**config.mk**
```make
export PLATFORM = sky130hd
export DESIGN_NAME = iec_counter
export DESIGN_NICKNAME = d
export VERILOG_FILES = /design/src/pkg/iec_pkg.sv /design/src/rtl/iec_counter.sv
export SDC_FILE = /design/constraint.sdc
export NUM_CORES = 1
export LEC_CHECK = 0
export BUFFER_PORTS_ARGS = -buffer_cell sky130_fd_sc_hd__buf_2
export CORE_MARGIN = 2
export CORE_UTILIZATION = 25
export DETAILED_ROUTE_END_ITERATION = 12
export GPL_TIMING_DRIVEN = 0
export PLACE_DENSITY_LB_ADDON = 0.2
export RECOVER_POWER = 100
export SYNTH_ARGS = -nofsm -noshare
export SYNTH_HDL_FRONTEND = slang
export SYNTH_SLANG_ARGS = --single-unit
export TNS_END_PERCENT = 30
```
**constraint.sdc**
```tcl
create_clock -name i_clk -period 9 [get_ports i_clk]
set_input_delay 0.9 -clock i_clk [delete_from_list [all_inputs] [get_ports i_clk]]
set_output_delay 0.9 -clock i_clk [all_outputs]
set_load 0.02 [all_outputs]
```
**src/pkg/iec_pkg.sv**
```systemverilog
// Purpose: Constants and types of the 16-bit interval/event counter.
// Assumes: Word registers on a plain 4-bit address, 16-bit data port.
// Notes:   Eight-bit control registers sit in the low data bits.
package iec_pkg;
  localparam int DW = 16;
  localparam int AW = 4;
  localparam int NUM_CH = 3;
  // Register addresses.
  localparam logic [AW-1:0] ADDR_CTL0     = 4'h0;
  localparam logic [AW-1:0] ADDR_CTL1     = 4'h1;
  localparam logic [AW-1:0] ADDR_PIN_CTL  = 4'h2;
  localparam logic [AW-1:0] ADDR_EDGE_CTL = 4'h3;
  localparam logic [AW-1:0] ADDR_OPTION   = 4'h4;
  localparam logic [AW-1:0] ADDR_PERIOD   = 4'h5;
  localparam logic [AW-1:0] ADDR_CH1      = 4'h6;
  localparam logic [AW-1:0] ADDR_COUNT    = 4'h9;
  localparam logic [AW-1:0] ADDR_IRQ_STAT = 4'ha;
  localparam logic [AW-1:0] ADDR_IRQ_MASK = 4'hb;
  // Field positions.
  localparam int CTL0_CE_BIT  = 7;
  localparam int CTL0_CKS_LSB = 0;
  localparam int CTL1_EEE_BIT = 5;
  localparam int CTL1_MD_LSB  = 0;
  localparam int EDGE_EES_LSB = 2;
  localparam int OPT_OVF_BIT  = 0;
  // Reset values and counter limits.
  localparam logic [7:0]    CTL_RESET = 8'h00;
  localparam logic [DW-1:0] CNT_MAX   = 16'hffff;
  localparam logic [DW-1:0] CNT_ZERO  = 16'h0000;
  localparam logic [DW-1:0] CNT_ONE   = 16'h0001;
  localparam logic [6:0]    PRE_ONE   = 7'h01;

  typedef enum logic [2:0] {
    MODE_INTERVAL = 3'b000,
    MODE_EVENT    = 3'b001
  } iec_mode_t;

  typedef enum logic [1:0] {
    EDGE_NONE    = 2'b00,
    EDGE_RISING  = 2'b01,
    EDGE_FALLING = 2'b10,
    EDGE_BOTH    = 2'b11
  } iec_edge_t;

  typedef enum logic [1:0] {
    RUN_IDLE  = 2'b00,
    RUN_ARMED = 2'b01,
    RUN_COUNT = 2'b10
  } iec_run_t;

  // Event layout shared by the interrupt status and mask registers.
  typedef struct packed {
    logic       ovf;
    logic [2:0] ch;
    logic       per;
  } iec_evt_t;
endpackage : iec_pkg

```
**src/rtl/iec_counter.sv**
```systemverilog
// Purpose: 16-bit period counter with three channel compares and
//          an external event count mode.
// Assumes: One clock; event input is asynchronous to it.
// Notes:   Pin outputs are registered; idle levels come from the
//          output level bits.
`timescale 1ns/1ps
module iec_counter (
  // Clock, reset and enable.
  input  wire logic                     i_clk,
  input  wire logic                     i_rst_b,
  input  wire logic                     i_ce,
  // Register port.
  input  wire logic [iec_pkg::AW-1:0]   i_addr,
  input  wire logic [iec_pkg::DW-1:0]   i_wdata,
  input  wire logic                     i_wr,
  input  wire logic                     i_rd,
  output logic      [iec_pkg::DW-1:0]   o_rdata,
  // External event pin.
  input  wire logic                     i_event,
  // Timer pins, bit 0 is the period output.
  output logic      [iec_pkg::NUM_CH:0] o_timer_out,
  // Interrupt.
  output logic                          o_irq
);
  localparam int NCH = iec_pkg::NUM_CH;
  localparam logic [6:0] PRE_ONE_W = iec_pkg::PRE_ONE;

  logic [7:0]                 ctl0;
  logic [7:0]                 ctl1;
  logic [7:0]                 pin_ctl;
  logic [3:0]                 edge_ctl;
  logic                       ovf_flag;
  logic [iec_pkg::DW-1:0]     per_reg;
  logic [iec_pkg::DW-1:0]     ch_reg  [NCH];
  logic [iec_pkg::DW-1:0]     per_buf;
  logic [iec_pkg::DW-1:0]     ch_buf  [NCH];
  logic [iec_pkg::DW-1:0]     cnt;
  logic [iec_pkg::DW-1:0]     next_cnt;
  iec_pkg::iec_run_t          run_st;
  iec_pkg::iec_evt_t          irq_stat;
  iec_pkg::iec_evt_t          irq_mask;
  iec_pkg::iec_evt_t          evt;
  iec_pkg::iec_mode_t         mode;
  iec_pkg::iec_edge_t         edge_sel;
  logic [6:0]                 pre_cnt;
  logic [6:0]                 pre_mask;
  logic                       evt_s1;
  logic                       evt_s2;
  logic                       evt_d;
  logic                       evt_edge;
  logic                       pre_tick;
  logic                       tick;
  logic                       bus_wr;
  logic                       bus_rd;
  logic                       ce_bit;
  logic                       mode_ok;
  logic                       event_mode;
  logic                       start;
  logic                       per_hit;
  logic                       ovf_hit;
  logic [NCH-1:0]             ch_hit;
  logic                       per_tog;
  logic [NCH-1:0]             ch_tog;
  logic [NCH:0]               pin_wave;
  logic [iec_pkg::DW-1:0]     next_rdata;

  // Bus strobes are frozen along with everything else.
  assign bus_wr     = i_wr & i_ce;
  assign bus_rd     = i_rd & i_ce;
  assign ce_bit     = ctl0[iec_pkg::CTL0_CE_BIT];
  assign mode       = iec_pkg::iec_mode_t'(ctl1[iec_pkg::CTL1_MD_LSB +: 3]);
  assign edge_sel   =
    iec_pkg::iec_edge_t'(edge_ctl[iec_pkg::EDGE_EES_LSB +: 2]);
  assign event_mode = (mode == iec_pkg::MODE_EVENT);
  assign mode_ok    = (mode == iec_pkg::MODE_INTERVAL) || event_mode;
  assign start      = (run_st == iec_pkg::RUN_IDLE) && ce_bit && mode_ok;

  // Control registers; in event mode the pin enables cannot be set.
  always_ff @(posedge i_clk or negedge i_rst_b) begin
    if (!i_rst_b) begin
      ctl0     <= iec_pkg::CTL_RESET;
      ctl1     <= iec_pkg::CTL_RESET;
      pin_ctl  <= iec_pkg::CTL_RESET;
      edge_ctl <= iec_pkg::CTL_RESET[3:0];
    end else if (bus_wr) begin
      case (i_addr)
        iec_pkg::ADDR_CTL0: begin
          ctl0 <= i_wdata[7:0] & 8'h87;
        end
        iec_pkg::ADDR_CTL1: begin
          ctl1 <= i_wdata[7:0] & 8'h27;
        end
        iec_pkg::ADDR_PIN_CTL: begin
          pin_ctl <= event_mode ? (i_wdata[7:0] & 8'haa)
                                : i_wdata[7:0];
        end
        iec_pkg::ADDR_EDGE_CTL: begin
          edge_ctl <= i_wdata[3:0];
        end
        default: begin
        end
      endcase
    end
  end

  // Compare registers; the period and channel writes go to the
  // buffers at once, so a smaller period while counting can overflow.
  always_ff @(posedge i_clk or negedge i_rst_b) begin
    if (!i_rst_b) begin
      per_reg <= iec_pkg::CNT_ZERO;
      per_buf <= iec_pkg::CNT_ZERO;
      for (int k = 0; k < NCH; k++) begin
        ch_reg[k] <= iec_pkg::CNT_ZERO;
        ch_buf[k] <= iec_pkg::CNT_ZERO;
      end
    end else if (i_ce) begin
      if (start) begin
        per_buf <= per_reg;
        for (int k = 0; k < NCH; k++) begin
          ch_buf[k] <= ch_reg[k];
        end
      end
      if (bus_wr && i_addr == iec_pkg::ADDR_PERIOD) begin
        per_reg <= i_wdata;
        per_buf <= i_wdata;
      end
      for (int k = 0; k < NCH; k++) begin
        if (bus_wr && i_addr == iec_pkg::ADDR_CH1 + 4'(k)) begin
          ch_reg[k] <= i_wdata;
          ch_buf[k] <= i_wdata;
        end
      end
    end
  end

  // Event pin synchroniser and edge detector behind the second stage.
  always_ff @(posedge i_clk or negedge i_rst_b) begin
    if (!i_rst_b) begin
      evt_s1 <= 1'b0;
      evt_s2 <= 1'b0;
      evt_d  <= 1'b0;
    end else if (i_ce) begin
      evt_s1 <= i_event;
      evt_s2 <= evt_s1;
      evt_d  <= evt_s2;
    end
  end

  // Valid edge decode.
  always_comb begin
    case (edge_sel)
      iec_pkg::EDGE_RISING:  evt_edge = evt_s2 & ~evt_d;
      iec_pkg::EDGE_FALLING: evt_edge = ~evt_s2 & evt_d;
      iec_pkg::EDGE_BOTH:    evt_edge = evt_s2 ^ evt_d;
      default:               evt_edge = 1'b0;
    endcase
  end

  // Prescaler divides by two to the power of the select field.
  always_ff @(posedge i_clk or negedge i_rst_b) begin
    if (!i_rst_b) begin
      pre_cnt <= 7'h00;
    end else if (i_ce) begin
      pre_cnt <= pre_cnt + PRE_ONE_W;
    end
  end
  assign pre_mask = (PRE_ONE_W << ctl0[iec_pkg::CTL0_CKS_LSB +: 3])
                    - PRE_ONE_W;
  assign pre_tick = ((pre_cnt & pre_mask) == pre_mask);

  // Count clock: edges in event mode or when chosen as interval clock.
  assign tick = i_ce && (run_st != iec_pkg::RUN_IDLE) &&
                ((event_mode || ctl1[iec_pkg::CTL1_EEE_BIT]) ? evt_edge
                                                              : pre_tick);

  // The first tick only brings the counter from FFFFH to zero.
  always_comb begin
    if (run_st == iec_pkg::RUN_ARMED) begin
      next_cnt = iec_pkg::CNT_ZERO;
    end else if (cnt == per_buf) begin
      next_cnt = iec_pkg::CNT_ZERO;
    end else begin
      next_cnt = cnt + iec_pkg::CNT_ONE;
    end
  end

  // A match at FFFFH is a period clear, never an overflow.
  assign per_hit = tick && (run_st == iec_pkg::RUN_COUNT) &&
                   (cnt == per_buf);
  assign ovf_hit = tick && (run_st == iec_pkg::RUN_COUNT) &&
                   (cnt == iec_pkg::CNT_MAX) && !per_hit;
  always_comb begin
    for (int k = 0; k < NCH; k++) begin
      ch_hit[k] = tick && (next_cnt == ch_buf[k]);
    end
  end

  // Run sequencing; clearing the enable parks the counter at FFFFH.
  always_ff @(posedge i_clk or negedge i_rst_b) begin
    if (!i_rst_b) begin
      run_st <= iec_pkg::RUN_IDLE;
    end else if (i_ce) begin
      case (run_st)
        iec_pkg::RUN_IDLE: begin
          if (start) begin
            run_st <= iec_pkg::RUN_ARMED;
          end
        end
        iec_pkg::RUN_ARMED: begin
          if (!ce_bit || !mode_ok) begin
            run_st <= iec_pkg::RUN_IDLE;
          end else if (tick) begin
            run_st <= iec_pkg::RUN_COUNT;
          end
        end
        iec_pkg::RUN_COUNT: begin
          if (!ce_bit || !mode_ok) begin
            run_st <= iec_pkg::RUN_IDLE;
          end
        end
        default: begin
          run_st <= iec_pkg::RUN_IDLE;
        end
      endcase
    end
  end

  // Counter proper.
  always_ff @(posedge i_clk or negedge i_rst_b) begin
    if (!i_rst_b) begin
      cnt <= iec_pkg::CNT_MAX;
    end else if (i_ce) begin
      if (run_st == iec_pkg::RUN_IDLE) begin
        cnt <= iec_pkg::CNT_MAX;
      end else if (tick) begin
        cnt <= next_cnt;
      end
    end
  end

  // Toggle flops for the period and channel square waves.
  always_ff @(posedge i_clk or negedge i_rst_b) begin
    if (!i_rst_b) begin
      per_tog <= 1'b0;
      ch_tog  <= '0;
    end else if (i_ce) begin
      if (per_hit) begin
        per_tog <= ~per_tog;
      end
      ch_tog <= ch_tog ^ ch_hit;
    end
  end

  // Pins show the wave when enabled outside event mode, else the idle level bit.
  // Packing the waves keeps every pin index inside its vector.
  assign pin_wave = {ch_tog, per_tog};
  always_ff @(posedge i_clk or negedge i_rst_b) begin
    if (!i_rst_b) begin
      o_timer_out <= '0;
    end else if (i_ce) begin
      for (int k = 0; k <= NCH; k++) begin
        if (pin_ctl[2*k] && !event_mode) begin
          o_timer_out[k] <= pin_wave[k];
        end else begin
          o_timer_out[k] <= pin_ctl[2*k+1];
        end
      end
    end
  end

  // Overflow flag: software clears by writing zero; a set wins.
  always_ff @(posedge i_clk or negedge i_rst_b) begin
    if (!i_rst_b) begin
      ovf_flag <= 1'b0;
    end else if (ovf_hit) begin
      ovf_flag <= 1'b1;
    end else if (bus_wr && i_addr == iec_pkg::ADDR_OPTION &&
                 !i_wdata[iec_pkg::OPT_OVF_BIT]) begin
      ovf_flag <= 1'b0;
    end
  end

  // Sticky interrupt status, cleared by its read; new events win.
  assign evt = '{ovf: ovf_hit, ch: ch_hit, per: per_hit};
  always_ff @(posedge i_clk or negedge i_rst_b) begin
    if (!i_rst_b) begin
      irq_stat <= '0;
      irq_mask <= '0;
    end else if (i_ce) begin
      if (bus_rd && i_addr == iec_pkg::ADDR_IRQ_STAT) begin
        irq_stat <= evt;
      end else begin
        irq_stat <= irq_stat | evt;
      end
      if (bus_wr && i_addr == iec_pkg::ADDR_IRQ_MASK) begin
        irq_mask <= i_wdata[4:0];
      end
    end
  end
  assign o_irq = |(irq_stat & irq_mask);

  // Read mux; unmapped addresses read zero.
  always_comb begin
    next_rdata = '0;
    case (i_addr)
      iec_pkg::ADDR_CTL0:     next_rdata[7:0] = ctl0;
      iec_pkg::ADDR_CTL1:     next_rdata[7:0] = ctl1;
      iec_pkg::ADDR_PIN_CTL:  next_rdata[7:0] = pin_ctl;
      iec_pkg::ADDR_EDGE_CTL: next_rdata[3:0] = edge_ctl;
      iec_pkg::ADDR_OPTION:   next_rdata[0]   = ovf_flag;
      iec_pkg::ADDR_PERIOD:   next_rdata      = per_reg;
      iec_pkg::ADDR_COUNT:    next_rdata      = cnt;
      iec_pkg::ADDR_IRQ_STAT: next_rdata[4:0] = irq_stat;
      iec_pkg::ADDR_IRQ_MASK: next_rdata[4:0] = irq_mask;
      default: begin
        for (int k = 0; k < NCH; k++) begin
          if (i_addr == iec_pkg::ADDR_CH1 + 4'(k)) begin
            next_rdata = ch_reg[k];
          end
        end
      end
    endcase
  end

  // Read data stand for exactly the cycle after the strobe.
  always_ff @(posedge i_clk or negedge i_rst_b) begin
    if (!i_rst_b) begin
      o_rdata <= '0;
    end else if (i_ce) begin
      o_rdata <= bus_rd ? next_rdata : '0;
    end
  end
endmodule : iec_counter

```
# After elaboration in Yosys (flattened, before gate mapping)
# Index checks and enable logic that the tools add are counted.
[op_classes]
bitwise_logic = 12
n_mux = 34
reduce_logical = 61
eq_ne = 26
shifts = 1
addsub = 3
[op_table]
columns = ["op", "n"]
rows = [
  ["$mux W16", 13],
  ["$eq A16 B16 Y1", 4],
  ["$mux W48", 1],
  ["$reduce_and A2 Y1", 15],
  ["$pmux W3 S9", 1],
  ["$pmux W8 S3", 1],
  ["$logic_and A1 B1 Y1", 23],
  ["$pmux W3 S6", 1],
  ["$add A16 B1 Y16 const B", 1],
  ["$eq A16 B16 Y1 const B", 1],
  ["$eq A4 B3 Y1 const B", 4],
  ["$eq A4 B4 Y1 const B", 4],
  ["$reduce_bool A2 Y1", 7],
  ["$pmux W1 S9", 1],
  ["$eq A4 B2 Y1 const B", 2],
  ["$mux W2", 4],
  ["$reduce_or A4 Y1", 2],
  ["$add A7 B1 Y7 const B", 1],
  ["$and A7 B7 Y7", 1],
  ["$eq A7 B7 Y1", 1],
  ["$mux W1", 7],
  ["$mux W7", 1],
  ["$reduce_or A7 Y1", 1],
  ["$shl A1 B3 Y7 const A", 1],
  ["other kinds (25)", 39],
]
[word_totals]
regBits = 211
elab_cells = 166
output_inout_bits = 21
inputBits = 26

# Longest topological paths before layout
[depth]
ltp_word = 12
depth_mapped = 14
mapped_depth_nobuf = 11

# Least setup slack after synthesis
# No wires, ideal clock.
[synth_path]
path_type = "input to register"
from = "in i_addr[0] (netlist name)"
to = "reg ch_buf[10] (netlist name)"
required_time_ns = 8.875
n_path_buf = 3
cell_stages = 8
arrival_ns = 3.044
setup_slack_ns = 5.831
setup_ns = 0.125
cell_sequence = "clkbuf_1 -> nor2_1 -> inv_1 -> nor3_1 -> nand2b_1 -> clkbuf_1 -> buf_1 -> mux2_2"
[synth_between]
elab_chain_cells = 4
word_cells_on_any_way = 5
classes_between = "eq/ne (1); mux (1); reduce/logical (3)"
[synth_rtl]
columns = ["item", "line_no", "text"]
rows = [
  ["from (decl)", "iec_counter.sv:13", "input wire logic [iec_pkg::AW-1:0] i_addr,"],
  ["$eq A4 B4 Y1 *", "iec_counter.sv:128", "if (bus_wr && i_addr == iec_pkg::ADDR_CH1 + 4'(k)) begin"],
  ["$logic_and A1 B1 Y1 *", "iec_counter.sv:128", ""],
  ["$reduce_bool A2 Y1 (no source line)", "--", ""],
  ["$reduce_and A2 Y1 (no source line)", "--", ""],
  ["to (signal, indexed assignment)", "iec_counter.sv:114", "ch_buf[k] <= iec_pkg::CNT_ZERO;"],
  ["to (signal, indexed assignment)", "iec_counter.sv:120", "ch_buf[k] <= ch_reg[k];"],
  ["to (signal, indexed assignment)", "iec_counter.sv:130", "ch_buf[k] <= i_wdata;"],
  ["to (decl)", "iec_counter.sv:36", "logic [iec_pkg::DW-1:0] ch_buf [NCH];"],
]
# Every way passes the cells marked *; elsewhere a longest branch is shown, timed or not.
# A chain may end at the register's enable or synchronous reset.

# Worst setup path after layout
[layout_path]
from = "reg ctl0[2]"
to = "reg ch_tog[0]"
[layout_between]
elab_chain_cells = 8
[layout_rtl]
columns = ["item", "line_no", "text"]
rows = [
  ["from (decl)", "iec_counter.sv:28", "logic [7:0] ctl0;"],
  ["from (signal assigned)", "iec_counter.sv:81", "ctl0 <= iec_pkg::CTL_RESET;"],
  ["from (signal assigned)", "iec_counter.sv:88", "ctl0 <= i_wdata[7:0] & 8'h87;"],
  ["$shl A1 B3 Y7 *", "iec_counter.sv:167", "assign pre_mask = (PRE_ONE_W << ctl0[iec_pkg::CTL0_CKS_LSB +: 3])"],
  ["$sub A7 B1 Y7 *", "iec_counter.sv:168", "- PRE_ONE_W;"],
  ["$and A7 B7 Y7", "iec_counter.sv:169", "assign pre_tick = ((pre_cnt & pre_mask) == pre_mask);"],
  ["$eq A7 B7 Y1 *", "iec_counter.sv:169", ""],
  ["$mux W1 *", "iec_counter.sv:173", "((event_mode || ctl1[iec_pkg::CTL1_EEE_BIT]) ? evt_edge"],
  ["$logic_and A1 B1 Y1 *", "iec_counter.sv:172", "assign tick = i_ce && (run_st != iec_pkg::RUN_IDLE) &&"],
  ["$logic_and A1 B1 Y1 *", "iec_counter.sv:194", "ch_hit[k] = tick && (next_cnt == ch_buf[k]);"],
  ["$xor A3 B3 Y3 *", "iec_counter.sv:250", "ch_tog <= ch_tog ^ ch_hit;"],
  ["to (signal assigned)", "iec_counter.sv:250", ""],
  ["to (decl)", "iec_counter.sv:63", "logic [NCH-1:0] ch_tog;"],
]
# Marked as above.

==> run metrics <==
Netlist Area Pre-Place=about 11000 µm²; fillers=4759; Slew @ Worst Pin=3.94 ns; Final Core Density=0.294; I/O pin count=47; status=finished, violations left; max-slew violations=81; Synth top area share=0.425; Root Driver=clkbuf_16; Slowest-stage cell, CP=a2111oi_0; power per cell area=293 nW/µm²; skew final=0.0153 ns; layout cell share with drive strength beyond 1=0.193; Lkg Pwr=~5.7 nW; CP Capture Type=register; clock sinks=211; Hold EP=ch_tog[2]; Detailed Route Iter0 Violations=760; GR Util All Layers=0.167; CTS tree=yes; Post-Syn Nets=1094; synthesized area per cell=around 11 µm²; Cell variety after synth=between 70 and 80; Via density=5.02; Routed WL per cell=~22 µm; Die Width=between 200 and 250 µm; fin crit share=0.614; hold_sp=ch_tog[2]; Primary FF master, synth=dfrtp_1; CP peak stage delay=1.84 ns; synthesis-to-finish area growth=16.3%; final setup fails=0; Routed Antenna Nets=0; clk_lat worst skew=0.57 ns; hold buffer count at CTS=0; Final HPWL DP=approximately 29000 µm; violated checks=capacitance limit, slew limit; reg2reg setup slack=~3.5 ns; initial core utilization=0.253; synth cell count leaders=dfrtp_1 (195), mux2_2 (152), nand2_1 (71); first-pass GRT wire length=roughly 60000 µm; remaining global-route overflow=0; final hold vios=0; reg-to-reg endpoint=ch_tog[0]; gpl congestion=0.890; critical path data arrival time=5.86 ns; core area=45400 µm²; Reg2Reg Launch Point=ctl0[2]; CTS H-Tree Depth=1; EDFF count, synth=0; Synth Instances=1063; # port buffers=44; Crit Path Max Fanout=9; clock slew at reported path FFs=0.06 ns; RSZ-0062 raised after global routing=false; Rel. slew slack=-1.63; Max rail drop VDD=106 µV; Max Cap Viol=5; # resized after CTS=0; critical path, cell by cell=clkbuf_1 > or3_1 > ha_1 > xor2_1 > o21ai_0 > a2111oi_0 > nor3b_1 > or2_1 > clkbuf_1 > o211ai_1 > a2111oi_0 > xor2_1; Design Area, Final=13400 µm²; Hold Path Cell Cnt=1; fmax=0.181 GHz; Die H=218 µm; Post-synth ARST share=1.00; # Post-CTS Setup Buffers=0; register area share after synthesis=0.461; Yosys reg bits=211; WP data required=9.33 ns; vias in the first global route=8969; clk buf depth=3; top cells by area, synth=dfrtp_1 (42%), mux2_2 (15%), dfstp_2 (3.7%); DRT Wirelength=39200 µm; post-route minimum period=5.53 ns; crit start category=register; Placed Instance Area=about 13000 µm²; first drt pass iteration count=5; Row Count=78; Post-route DRC=0; antenna cells=0; Hold WC Path Type=reg -> reg; R2R cell count=12; count leader, synth=dfrtp_1; DR vias=between 8000 and 9000; Post-layout nets=1171; initial antenna violation count=0; kind of critical path=reg -> reg; largest net degree at the start of global routing=79; CTS Buf Count=27; Ys Warns=0; Synth area leader=dfrtp_1; DIE AREA=47700 µm²; TNS Setup=0 ns
-- worst max-delay path: cells and delay by family, from the launching register on --
kind	cells	cell delay, ns
compound gates	4	2.53
simple gates	3	1.27
xor+xnor	2	0.29
fa+ha+maj	1	0.30
flops	1	0.35
buf+inv	2	0.55
-- area by class of cell --
| type | instances | area [µm²] | share of cell area |
|---|---|---|---|
| Multi-Input combinational cell | 738 | 5640 | 0.422 |
| Sequential cell | 211 | 5300 | 0.397 |
| Tap cell | 600 | 751 | 0.0562 |
| Clock buffer | 33 | 738 | 0.0552 |
| Buffer | 75 | 348 | 0.0260 |
| Timing Repair Buffer | 48 | 251 | 0.0188 |
| Clock inverter | 16 | 185 | 0.0139 |
| Inverter | 39 | 146 | 0.0110 |
-- worst max-delay path by stage --
stage	startpoint	end	slack, ns	depth (start not counted)
after floorplan	i_addr[0]	ch_buf[10]	5.83	8
after global placement	i_rst_b	ch_buf[24]	3.09	1
after detailed placement	i_addr[1]	ch_buf[12]	4.46	9
after CTS	ctl0[1]	cnt[8]	4.55	13
after global routing	ctl0[2]	ch_tog[0]	3.07	12
final	ctl0[2]	ch_tog[0]	3.47	12
-- metal layers --
| metal | part of all wire | wire, µm | GRT usage |
|---|---|---|---|
| met3 | 0.033 | 1310 | 0.0217 |
| met4 | 0.030 | 1170 | 0.0483 |
| met1 | 0.47 | 18600 | 0.231 |
| met5 | 0 | 0 | 0 |
| met2 | 0.46 | 18100 | 0.273 |
-- stage by stage --
| stage | worst slack [ns] | hold slack [ns] | instances | power, W |
|---|---|---|---|---|
| floorplan | 5.83 | 0.441 | 1063 | 0.00239 |
| global placement | 3.09 | 0.461 | 1707 | 0.00282 |
| detailed placement | 4.46 | 0.463 | 1710 | 0.00283 |
| CTS | 4.55 | 0.301 | 1759 | 0.00398 |
| global route | 3.07 | 0.487 | 1760 | 0.00415 |
| finish | 3.47 | 0.467 | 1760 | 0.00391 |
-- logic make-up (layout without fill, tap and decap cells) --
logic type      Yosys count  after routing  share of synthesized area
mux                     159            159                      0.155
simple gates            279            279                      0.133
fa+ha+maj                 5              5                    0.00545
xor+xnor                 69             69                     0.0599
flops                   211            211                      0.461
buf+inv                 114            211                     0.0435
compound gates          226            226                      0.141
-- power breakdown --
| part | leakage (nW) | internal (W) | switching, W |
|---|---|---|---|
| Sequential | 2.69 | 0.00118 | 0.000228 |
| Combinational | 2.51 | 0.000613 | 0.000770 |
| Clock | 0.458 | 0.000673 | 0.000449 |
-- placed cells by master, fill, tap and decap left out, types with 7 or more instances in the layout --
cell type,n
nor3_1,24
a22oi_1,18
nand4b_1,8
nand3_1,23
nor4_1,10
mux2_2,104
nand2_1,71
clkinv_2,8
xor2_1,32
nor3b_1,9
a211oi_1,16
nor2_1,49
clkbuf_1,80
nand4_1,7
dfrtp_1,195
inv_1,39
a31oi_1,7
buf_2,30
clkbuf_16,27
a222oi_1,12
and3_1,8
mux2i_1,7
a21o_1,14
nand2b_1,17
dfstp_2,16
o211ai_1,7
mux2_1,48
nor2b_1,18
xnor2_1,31
o21ai_0,59
a21oi_1,30
o31a_1,7
(Power assumes the default switching activity.)
